===== src/rsc_params.svh =====
// Notes on behaviour
// - guard value other than 55h or AAh forces full reset after soft delay.
// - guard register powers up holding 55h.
// - guard corruption reset sets cause bit 3.
// - guard flag only set by hardware; software writing zero clears it.
// - all resets restore guard except watchdog timeout warm reset.
// - cause register bits 7 to 4 always read zero.
// - brownout reset only when low supply lasts beyond qualify time.
// - qualified brownout reset sets cause bit 2; only software zero clears.
// - brownout config decodes five level codes plus one disable code.
// - undefined brownout config resets after soft delay, restoring 66h.
// - genuine brownout reset leaves brownout config unchanged.
// - undefined brownout config reset sets cause bit 1; software clears.
// - brownout config powers up holding 66h (1.7 V level).
// - brownout detection and reset suppressed in IDLE or SLEEP.
// - writing 55h to first flash control register resets the device.
// - watchdog timeout in FAST or SLOW resets device, sets timeout flag.
// - corrupted watchdog control reset sets cause bit 0; software clears.
// - watchdog timeout in power save clears PC and SP, sets both flags.
`ifndef RSC_PARAMS_SVH
`define RSC_PARAMS_SVH
// register byte offsets
`define RSC_OFF_GUARD 12'h000
`define RSC_OFF_CAUSE 12'h004
`define RSC_OFF_BOCFG 12'h008
`define RSC_OFF_FLASH 12'h00C
`define RSC_OFF_STAT 12'h010
`define RSC_OFF_IRQS 12'h014
`define RSC_OFF_IRQM 12'h018
// values
`define RSC_GUARD_POR 8'h55
`define RSC_GUARD_ALT 8'hAA
`define RSC_BO_POR 8'h66
`define RSC_BO_1V9 8'h55
`define RSC_BO_2V55 8'h33
`define RSC_BO_3V15 8'h99
`define RSC_BO_3V8 8'hAA
`define RSC_BO_OFF 8'hF0
`define RSC_FLASH_KEY 8'h55
// cause bit positions
`define RSC_B_WDCFG 0
`define RSC_B_BOCFG 1
`define RSC_B_BO 2
`define RSC_B_GUARD 3
// timing
`define RSC_CLK_NS 10
`define RSC_SOFT_NS 1000
`define RSC_BO_NS 2000
`define RSC_SOFT_CYC ((`RSC_SOFT_NS + `RSC_CLK_NS - 1) / `RSC_CLK_NS)
`define RSC_BO_CYC ((`RSC_BO_NS + `RSC_CLK_NS - 1) / `RSC_CLK_NS)
`endif


===== src/rsc_pkg.sv =====
package rsc_pkg;
    // soft reset delay states
    typedef enum logic [0:0] {
        SD_IDLE = 1'b0,
        SD_WAIT = 1'b1
    } rsc_sd_t;
    // decoded brownout level index
    typedef logic [2:0] rsc_lvl_t;
endpackage : rsc_pkg


===== src/rsc_top.sv =====
// The register addresses and the APB interface to the registers are this design's own decisions.
`timescale 1ns/1ps
`include "rsc_params.svh"
module rsc_top
    import rsc_pkg::*;
#(
    parameter int SOFT_CYC = `RSC_SOFT_CYC,
    parameter int BO_CYC = `RSC_BO_CYC
)
(
    input wire logic I_CORE_CLK,
    input wire logic I_RST_B,
    input wire logic I_PSEL,
    input wire logic I_PENABLE,
    input wire logic I_PWRITE,
    input wire logic [11:0] I_PADDR,
    input wire logic [31:0] I_PWDATA,
    output logic [31:0] O_PRDATA,
    output logic O_PREADY,
    output logic O_PSLVERR,
    input wire logic I_LOW_SUPPLY,
    input wire logic I_POWER_SAVE,
    input wire logic I_WDT_TIMEOUT,
    input wire logic I_WDT_CFG_BAD,
    output logic O_SYS_RST,
    output logic O_PC_SP_CLR,
    output logic O_BROWNOUT_EN,
    output logic [2:0] O_BROWNOUT_LEVEL,
    output logic O_IRQ
);
    localparam logic [15:0] SOFT_LAST = 16'(SOFT_CYC - 1);
    localparam logic [15:0] BO_LAST = 16'(BO_CYC);

    // brownout code decode: {valid, disabled, level}
    function automatic logic [4:0] bo_decode(input logic [7:0] v);
        case (v)
            `RSC_BO_POR: bo_decode = {2'b10, 3'h0};
            `RSC_BO_1V9: bo_decode = {2'b10, 3'h1};
            `RSC_BO_2V55: bo_decode = {2'b10, 3'h2};
            `RSC_BO_3V15: bo_decode = {2'b10, 3'h3};
            `RSC_BO_3V8: bo_decode = {2'b10, 3'h4};
            `RSC_BO_OFF: bo_decode = {2'b11, 3'h0};
            default: bo_decode = {2'b00, 3'h0};
        endcase
    endfunction : bo_decode

    logic [7:0] reset_guard;
    logic [7:0] brownout_cfg;
    logic [3:0] reset_cause;
    logic [1:0] wdt_stat;
    logic [1:0] irq_stat;
    logic [1:0] irq_mask;
    logic [2:0] pend;
    rsc_sd_t sd_state;
    rsc_sd_t next_sd_state;
    logic [15:0] sd_cnt;
    logic [15:0] bo_cnt;

    // bus decode
    wire wr_en = I_PSEL & I_PENABLE & I_PWRITE;
    wire rd_setup = I_PSEL & ~I_PENABLE & ~I_PWRITE;
    wire hit_guard = I_PADDR == `RSC_OFF_GUARD;
    wire hit_cause = I_PADDR == `RSC_OFF_CAUSE;
    wire hit_bocfg = I_PADDR == `RSC_OFF_BOCFG;
    wire hit_flash = I_PADDR == `RSC_OFF_FLASH;
    wire hit_stat = I_PADDR == `RSC_OFF_STAT;
    wire hit_irqs = I_PADDR == `RSC_OFF_IRQS;
    wire hit_irqm = I_PADDR == `RSC_OFF_IRQM;
    wire hit = hit_guard | hit_cause | hit_bocfg | hit_flash | hit_stat
        | hit_irqs | hit_irqm;
    wire [7:0] wd = I_PWDATA[7:0];
    assign O_PREADY = 1'b1;
    assign O_PSLVERR = I_PSEL & I_PENABLE & ~hit;

    // corruption and event detection
    wire guard_ok = (reset_guard == `RSC_GUARD_POR)
        | (reset_guard == `RSC_GUARD_ALT);
    wire [4:0] bo_dec = bo_decode(brownout_cfg);
    wire cfg_ok = bo_dec[4];
    wire bo_en = cfg_ok & ~bo_dec[3] & ~I_POWER_SAVE;
    wire soft_fire = (sd_state == SD_WAIT) & (sd_cnt == SOFT_LAST);
    wire bo_fire = bo_en & I_LOW_SUPPLY & (bo_cnt == BO_LAST);
    wire flash_fire = wr_en & hit_flash & (wd == `RSC_FLASH_KEY);
    wire wdt_full = I_WDT_TIMEOUT & ~I_POWER_SAVE;
    wire wdt_warm = I_WDT_TIMEOUT & I_POWER_SAVE;
    wire full_rst = soft_fire | bo_fire | flash_fire | wdt_full;
    wire guard_rst = full_rst;
    wire cfg_rst = soft_fire | flash_fire | wdt_full;
    wire [2:0] detect = {~guard_ok, ~cfg_ok, I_WDT_CFG_BAD};
    wire [2:0] next_pend = full_rst ? 3'h0 : (pend | detect);
    wire [3:0] cause_set = {soft_fire & pend[2], bo_fire,
        soft_fire & pend[1], soft_fire & pend[0]};
    wire [3:0] cause_keep = (wr_en & hit_cause) ? wd[3:0] : 4'hF;
    wire [1:0] stat_keep = (wr_en & hit_stat) ? wd[1:0] : 2'h3;
    wire [1:0] irq_clr = (wr_en & hit_irqs) ? wd[1:0] : 2'h0;
    wire [1:0] irq_set = {wdt_warm, full_rst};

    // read mux, upper bits zero
    wire [7:0] rd_mux =
        hit_guard ? reset_guard :
        hit_cause ? {4'h0, reset_cause} :
        hit_bocfg ? brownout_cfg :
        hit_stat ? {6'h00, wdt_stat} :
        hit_irqs ? {6'h00, irq_stat} :
        hit_irqm ? {6'h00, irq_mask} : 8'h00;

    // soft delay state machine
    always_comb
    begin
        next_sd_state = sd_state;
        case (sd_state)
            SD_IDLE: if (next_pend != 3'h0) next_sd_state = SD_WAIT;
            SD_WAIT: if (full_rst) next_sd_state = SD_IDLE;
            default: next_sd_state = SD_IDLE;
        endcase
    end

    // delay and qualify counters
    always_ff @(posedge I_CORE_CLK)
    begin
        if (!I_RST_B)
        begin
            sd_state <= SD_IDLE;
            sd_cnt <= 16'h0000;
            bo_cnt <= 16'h0000;
            pend <= 3'h0;
        end
        else
        begin
            sd_state <= next_sd_state;
            sd_cnt <= (sd_state == SD_WAIT && !full_rst)
                ? sd_cnt + 16'h0001 : 16'h0000;
            bo_cnt <= (!bo_en || !I_LOW_SUPPLY || full_rst) ? 16'h0000
                : (bo_cnt == BO_LAST) ? bo_cnt : bo_cnt + 16'h0001;
            pend <= next_pend;
        end
    end

    // guard and brownout config registers
    always_ff @(posedge I_CORE_CLK)
    begin
        if (!I_RST_B)
        begin
            reset_guard <= `RSC_GUARD_POR;
            brownout_cfg <= `RSC_BO_POR;
        end
        else
        begin
            if (guard_rst)
                reset_guard <= `RSC_GUARD_POR;
            else if (wr_en && hit_guard)
                reset_guard <= wd;
            if (cfg_rst)
                brownout_cfg <= `RSC_BO_POR;
            else if (wr_en && hit_bocfg)
                brownout_cfg <= wd;
        end
    end

    // sticky flags: hardware sets, set wins over clear; irq mask is a plain software-written register
    always_ff @(posedge I_CORE_CLK)
    begin
        if (!I_RST_B)
        begin
            reset_cause <= 4'h0;
            wdt_stat <= 2'h0;
            irq_stat <= 2'h0;
            irq_mask <= 2'h0;
        end
        else
        begin
            reset_cause <= (reset_cause & cause_keep) | cause_set;
            wdt_stat <= (wdt_stat & stat_keep)
                | {wdt_warm, I_WDT_TIMEOUT};
            irq_stat <= (irq_stat & ~irq_clr) | irq_set;
            if (wr_en && hit_irqm)
                irq_mask <= wd[1:0];
        end
    end

    // registered outputs
    always_ff @(posedge I_CORE_CLK)
    begin
        if (!I_RST_B)
        begin
            O_PRDATA <= 32'h0000_0000;
            O_SYS_RST <= 1'b0;
            O_PC_SP_CLR <= 1'b0;
            O_IRQ <= 1'b0;
        end
        else
        begin
            if (rd_setup)
                O_PRDATA <= {24'h00_0000, rd_mux};
            O_SYS_RST <= full_rst;
            O_PC_SP_CLR <= wdt_warm;
            O_IRQ <= |((irq_stat & ~irq_clr | irq_set) & irq_mask);
        end
    end

    // brownout controls toward the analog detector
    assign O_BROWNOUT_EN = bo_en;
    assign O_BROWNOUT_LEVEL = bo_dec[2:0];
endmodule : rsc_top


===== config.mk =====
export PLATFORM = sky130hd
export DESIGN_NAME = rsc_top
export DESIGN_NICKNAME = d
export VERILOG_FILES = /design/src/rsc_pkg.sv /design/src/rsc_top.sv
export VERILOG_INCLUDE_DIRS = /design/src
export SDC_FILE = /design/constraint.sdc
export NUM_CORES = 1
export LEC_CHECK = 0
export BUFFER_PORTS_ARGS = -buffer_cell sky130_fd_sc_hd__buf_2
export CORE_ASPECT_RATIO = 2
export CORE_MARGIN = 2
export CORE_UTILIZATION = 30
export CTS_BUF_LIST = sky130_fd_sc_hd__clkbuf_8
export DETAILED_ROUTE_END_ITERATION = 6
export PLACE_DENSITY = 0.58
export SYNTH_ARGS = -nofsm -noshare
export SYNTH_HDL_FRONTEND = slang
export SYNTH_SLANG_ARGS = --single-unit

===== constraint.sdc =====
create_clock -name I_CORE_CLK -period 2.5 [get_ports I_CORE_CLK]
set_clock_uncertainty 0.2 [all_clocks]
set_input_delay 0.5 -clock I_CORE_CLK [delete_from_list [all_inputs] [get_ports I_CORE_CLK]]
set_output_delay 0.5 -clock I_CORE_CLK [all_outputs]
set_load 0.1 [all_outputs]

Word-level counts from Yosys, hierarchy flattened
Index checks and enable logic that the tools add are counted.

word-level totals
  bits in read-only memories = 0
  flip-flop bits (word level) = 73
  latch bits = 0
  bits of input ports = 53
  memories = 0
  word-level logic and storage cells = 113
  RAM bits = 0

cells by class
  order comparisons = 0
  bitwise operators = 50
  $mul = 0
  equality and inequality tests = 17
  add/subtract/negate cells = 2
  divide/modulo/power cells = 0
  shifts and indexed selects = 0
  reductions and logical operators = 16
  muxes and demuxes = 14

operators with widths
  kind                                            number
  == test 12 x 5 -> 1 bit, second input constant  3
  adder 16 x 1 -> 16 bit, second input constant   2
  == test 8 x 7 -> 1 bit, second input constant   4
  == test 8 bit, second input constant            4
  one-hot mux 5 bit (6 select lines)              1
  == test 12 x 4 -> 1 bit, second input constant  2
  two-way mux 8 bit                               3
  AND 1 bit                                       20
  == test 16 x 7 -> 1 bit, second input constant  1
  == test 16 x 8 -> 1 bit, second input constant  1
  == test 12 x 3 -> 1 bit, second input constant  1
  logical NOT 12 bit                              1
  OR 1 bit                                        12
  two-way mux 2 bit                               5
  NOT 1 bit                                       9
  == test 8 x 6 -> 1 bit, second input constant   1
  OR reduction 2 bit                              4
  AND 2 bit                                       3
  AND 4 bit                                       1
  logical AND 1 bit                               4
  two-way mux 4 bit                               1
  OR 2 bit                                        2
  OR 4 bit                                        1
  logical NOT 1 bit                               3
  8 further kinds                                 10

Depth between registers and ports, before layout
  depth after elaboration = 14
  depth in mapped cells = 8
  mapped depth without buffers = 7

Worst setup path before layout
OpenSTA, ideal clock, no wires.

  path kind = register to register
  from = register brownout_cfg[7]
  to = register bo_cnt[10]
  setup time = 64 ps
  setup slack = -1,238 ps
  buffers on the path = 1
  arrival = 3,474 ps
  cell stages (with the launch flop) = 7
  clock period less this slack = 3,738 ps
  data required time = 2,236 ps
  cells stage by stage = dfxtp_1 -> nor4bb_1 -> a2bb2o_1 -> a21oi_1 -> nand4_1 -> buf_2 -> nor2_1

on the way
  cells in the longest elaborated chain, start to end = 12
  elaborated cells between the ends (all ways) = 19
  those cells by class = eq/ne: 6; mux: 1; bitwise: 8; reduce/logical: 4

RTL lines
  what                                         line            source
  from (decl)                                  rsc_top.sv:48   logic [7:0] brownout_cfg;
  from (signal assigned)                       rsc_top.sv:145  brownout_cfg <= `RSC_BO_POR;
  from (signal assigned)                       rsc_top.sv:154  brownout_cfg <= `RSC_BO_POR;
  from (signal assigned)                       rsc_top.sv:156  brownout_cfg <= wd;
  == test 8 bit, or another cell as far along  rsc_top.sv:36   case (v)
  one-hot mux 5 bit (6 select lines) *         rsc_top.sv:36
  NOT 1 bit                                    rsc_top.sv:80   wire bo_en = cfg_ok & ~bo_dec[3] & ~I_POWER_SAVE;
  AND 1 bit * (2 in a row)                     rsc_top.sv:80
  via O_BROWNOUT_EN                            rsc_top.sv:27   output logic O_BROWNOUT_EN,
  AND 1 bit (2 in a row)                       rsc_top.sv:82   wire bo_fire = bo_en & I_LOW_SUPPLY & (bo_cnt == BO_LAST);
  OR 1 bit (3 in a row)                        rsc_top.sv:86   wire full_rst = soft_fire | bo_fire | flash_fire | wdt_full;
  logical OR 1 bit *                           rsc_top.sv:133  bo_cnt <= (!bo_en || !I_LOW_SUPPLY || full_rst) ? 16'h0000
  OR reduction 2 bit (no line) *               n/a
  to (signal assigned)                         rsc_top.sv:133
  to (decl)                                    rsc_top.sv:57   logic [15:0] bo_cnt;

Mark *: on every way through the listed nets, which the timed path passes. The rest lies on a longest branch.
A chain may end at the register's enable or synchronous reset.

Worst setup path in the final report
  from = input I_PADDR[7]
  to = output O_PSLVERR

on the way
  cells in the longest elaborated chain, start to end = 9
  elaborated cells between the ends (all ways) = 15
  those cells by class = eq/ne: 6; bitwise: 8; reduce/logical: 1

RTL lines
  what                                                                     line           source
  from (decl)                                                              rsc_top.sv:16  input wire logic [11:0] I_PADDR,
  == test 12 x 3 -> 1 bit (no line) or logical NOT 12 bit (tied branches)  n/a
  OR 1 bit (4 in a row)                                                    rsc_top.sv:69  wire hit = hit_guard | hit_cause | hit_bocfg | hit_flash | hit_stat
  OR 1 bit                                                                 rsc_top.sv:70  | hit_irqs | hit_irqm;
  OR 1 bit *                                                               rsc_top.sv:70
  NOT 1 bit *                                                              rsc_top.sv:73  assign O_PSLVERR = I_PSEL & I_PENABLE & ~hit;
  AND 1 bit *                                                              rsc_top.sv:73
  to (decl)                                                                rsc_top.sv:20  output logic O_PSLVERR,

Mark *: on every way between the ends. The rest lies on a longest branch, timed or not.

==> impl_results.md <==
* Initial antenna violation count at 0
* Worst hold endpoint: wdt_stat[0]
* Port-buffer cells at 44
* Crit. End Element: primary output
* Routed Antenna Nets at 0
* FP Rows at 57
* CTS tree: yes
* Reg power frac at 0.443
* WP data required at 1800 ps
* Seq/Total Area, Yosys at 0.394
* Worst hold path depth at 2
* Die Ht at 161 um
* Sw Ratio at 0.276
* R2R Path Start: sd_cnt[0]
* H-tree depth at 3
* Cts bufs inserted at 9
* Clock power frac at 0.426
* Fillers at 1,248
* Global Route Usage Sum at 0.154
* Final instance area at 0.00469 mm2
* Layout area overhead at 26.5%
* Clock transition at path regs at 80 ps
* Yosys Warn Count at 0
* Register-to-Register Path Depth at 7
* Internal power at 1.92 mW
* Total of max-cap violations at 0
* Grt ovf at 0
* Comb pwr share at 0.131
* Vias per cell at 5.07
* Final period util at 0.992
* Largest net degree at the start of global routing at 19
* Fmax at 403 MHz
* Bufs on Longest Clock Path at 2
* #FFs+latches synth at 73
* Hold Violations, Final at 0
* Critical path class: in2out
* Final Max Slew Viols at 0
* Final net count at 551
* Crit path time final at 2480 ps
* Vias in the first global route at 3,304
* Core ar. at 0.0121 mm2
* Hold_buf cts at 0
* DRC Markers at 0
* Initial Utilization at 0.306
* Area of the mapped netlist at 0.00371 mm2
* Hpwl dp at 7.45 mm
* Share of layout cells above drive strength 1 at 0.248
* Worst Setup SP: I_PADDR[7]
* Syn Area/Cell at 8.79 um2
* Setup TNS Final at 0 ps
* FF-to-FF setup slack at 250 ps
* Most frequent cells in the layout: dfxtp_1 (68), nor2_1 (57), buf_2 (39), nand2_1 (38), buf_4 (29)
* Die width at 82.6 um
* Arrival @ worst endpoint at 1780 ps
* Worst hold path class: in2reg
* Ant. Diodes at 0
* Hold_sp: I_WDT_TIMEOUT
* Post-synth EDFFs at 0
* Status: finished clean
* First-pass GRT wire length at 15.5 mm
* Clock Latency Late Sink at 360 ps
* WL/cell at 14.9 um
* Leak at 1.83 nW
* I/O pins at 94
* Ys async rst share at 0
* Tightest Pin Transition at 509 ps
* Aggregate routed wire length at 9.65 mm
* Synth Instances at 422
* Top FF cell, synth: dfxtp_1
* Die Area at 0.0133 mm2
* Worst-path maximum fanout at 2
* Yosys cell types at 54
* Clk root buf: clkbuf_8
* Psw at 730 uW
* Reg-to-reg endpoint: bo_cnt[4]
* DRT iter0 DRCs at 179
* Routed via count at 3,277
* Pwr Density at 565 mW/mm2
* Placement Cell Area at 0.00428 mm2
* Placer congestion estimate at 0.783
* TritonCTS Sinks at 73
* Worst Setup Start Kind: input pin
* 1st-pass router iterations at 4
* Worst slew margin at 0.656
* Final setup fails at 0
* Peak VDD IR at 0.223 mV
* Most common cell after layout, fill and taps aside: dfxtp_1
-- cell families after synthesis --
kind of cell | after synthesis | share of synthesized area
AND/OR/NAND/NOR | 197 | 0.298
flip-flops | 73 | 0.394
AO/OA/AOI/OAI | 48 | 0.0877
XOR/XNOR | 27 | 0.0638
buffers and inverters | 47 | 0.0759
other | 2 | 0.00203
adder cells (fa/ha/maj) | 3 | 0.0101
multiplexers | 25 | 0.0678
-- worst max-delay path by stage --
| stage | to | slack (ps) | cells after the start |
|---|---|---|---|
| 2_1_floorplan | brownout_cfg[3] | -240 | 6 |
| 3_3_place_gp | O_PRDATA[5] | -360 | 7 |
| 3_5_place_dp | O_PRDATA[7] | -370 | 7 |
| 4_1_cts | O_BROWNOUT_EN | 7 | 5 |
| 5_1_grt | O_PSLVERR | -20 | 7 |
| 6_report | O_PSLVERR | 20 | 7 |
-- sequential cells by signal, summed over array words and instances, names as in the netlist --
signal        cells
sd_cnt           16
sd_state          1
irq_mask          2
O_SYS_RST         1
reset_cause       4
O_IRQ             1
O_PC_SP_CLR       1
reset_guard       8
pend              3
O_PRDATA          8
brownout_cfg      8
irq_stat          2
bo_cnt           16
wdt_stat          2
-- synthesized netlist by cell type (2+ instances only) --
cell type | instances | share of area
a21oi_1 | 15 | 0.020
a311oi_1 | 2 | 0.0047
a31oi_1 | 2 | 0.0034
a41o_1 | 2 | 0.0054
and2_1 | 5 | 0.0084
and3_1 | 9 | 0.015
and4_1 | 6 | 0.014
buf_2 | 3 | 0.0040
buf_4 | 25 | 0.051
clkbuf_1 | 6 | 0.0061
conb_1 | 2 | 0.0020
dfxtp_1 | 73 | 0.39
ha_1 | 3 | 0.010
inv_1 | 11 | 0.011
mux2i_1 | 24 | 0.065
nand2_1 | 40 | 0.040
nand2b_1 | 2 | 0.0034
nand3_1 | 17 | 0.023
nand4_1 | 8 | 0.014
nand4bb_1 | 2 | 0.0061
nor2_1 | 59 | 0.060
nor2b_1 | 5 | 0.0084
nor3_1 | 4 | 0.0054
nor3_2 | 4 | 0.011
nor3b_1 | 3 | 0.0061
nor4_1 | 4 | 0.0067
nor4_4 | 2 | 0.011
nor4bb_1 | 14 | 0.038
o211ai_1 | 2 | 0.0040
o21a_1 | 2 | 0.0040
o21ai_0 | 11 | 0.015
o22a_1 | 2 | 0.0047
o22ai_1 | 2 | 0.0034
or2_2 | 2 | 0.0034
or3_1 | 4 | 0.0067
or4_1 | 2 | 0.0040
xnor2_1 | 12 | 0.028
xor2_1 | 15 | 0.035
-- metal layers --
layer  wire length (um)  share of wire  global-route usage  up-vias
met1               3440           0.36               0.150     1542
li1                   -              -                   -     1589
met3                506          0.052              0.0385       33
met5                  0              0                   0        -
met2               5200           0.54               0.276      113
met4                514          0.053              0.0924        0
-- worst max-delay path: stages --
cell     delay [ps]
buf_2           100
or4_4           530
buf_4           160
nor3_4          120
buf_4           150
a21oi_4          60
buf_12          160
-- repair_timing --
item / 4_1_cts / 5_1_grt
pin swaps: 6 / 3
setup endpoints to repair: 5 / 7
setup buffers: 6 / 0
resized for setup: 23 / 8
-- stage by stage --
step                utilization  power, mW  setup WS, ps  hold WS (ps)  instances
floorplan                     -       1.50          -237           211        445
global placement          0.353       1.55          -355           224        626
detailed placement        0.353       1.55          -367           231        626
CTS                       0.384       2.67          6.89           176        646
global route              0.387       2.75         -15.5           169        646
finish                    0.387       2.65          19.9           187        646
-- layout make-up --
| class | count | area, um2 | area share |
|---|---|---|---|
| repair buffers | 75 | 553 | 0.118 |
| multi-input cells | 325 | 2190 | 0.467 |
| clock inverters | 5 | 104 | 0.0222 |
| well taps | 147 | 184 | 0.0392 |
| flip-flops and latches | 73 | 1480 | 0.315 |
| clock buffers | 10 | 138 | 0.0294 |
| inverters | 11 | 41.3 | 0.00881 |
-- power by group through the flow --
stage | Combinational (mW) | Sequential (mW) | Clock, mW
6_report | 0.347 | 1.18 | 1.13
5_1_grt | 0.365 | 1.18 | 1.21
4_1_cts | 0.345 | 1.18 | 1.15
3_5_place_dp | 0.341 | 1.21 | 0
3_3_place_gp | 0.339 | 1.21 | 0
2_1_floorplan | 0.286 | 1.21 | 0
No activity file was read; power rests on OpenSTA's default activity.
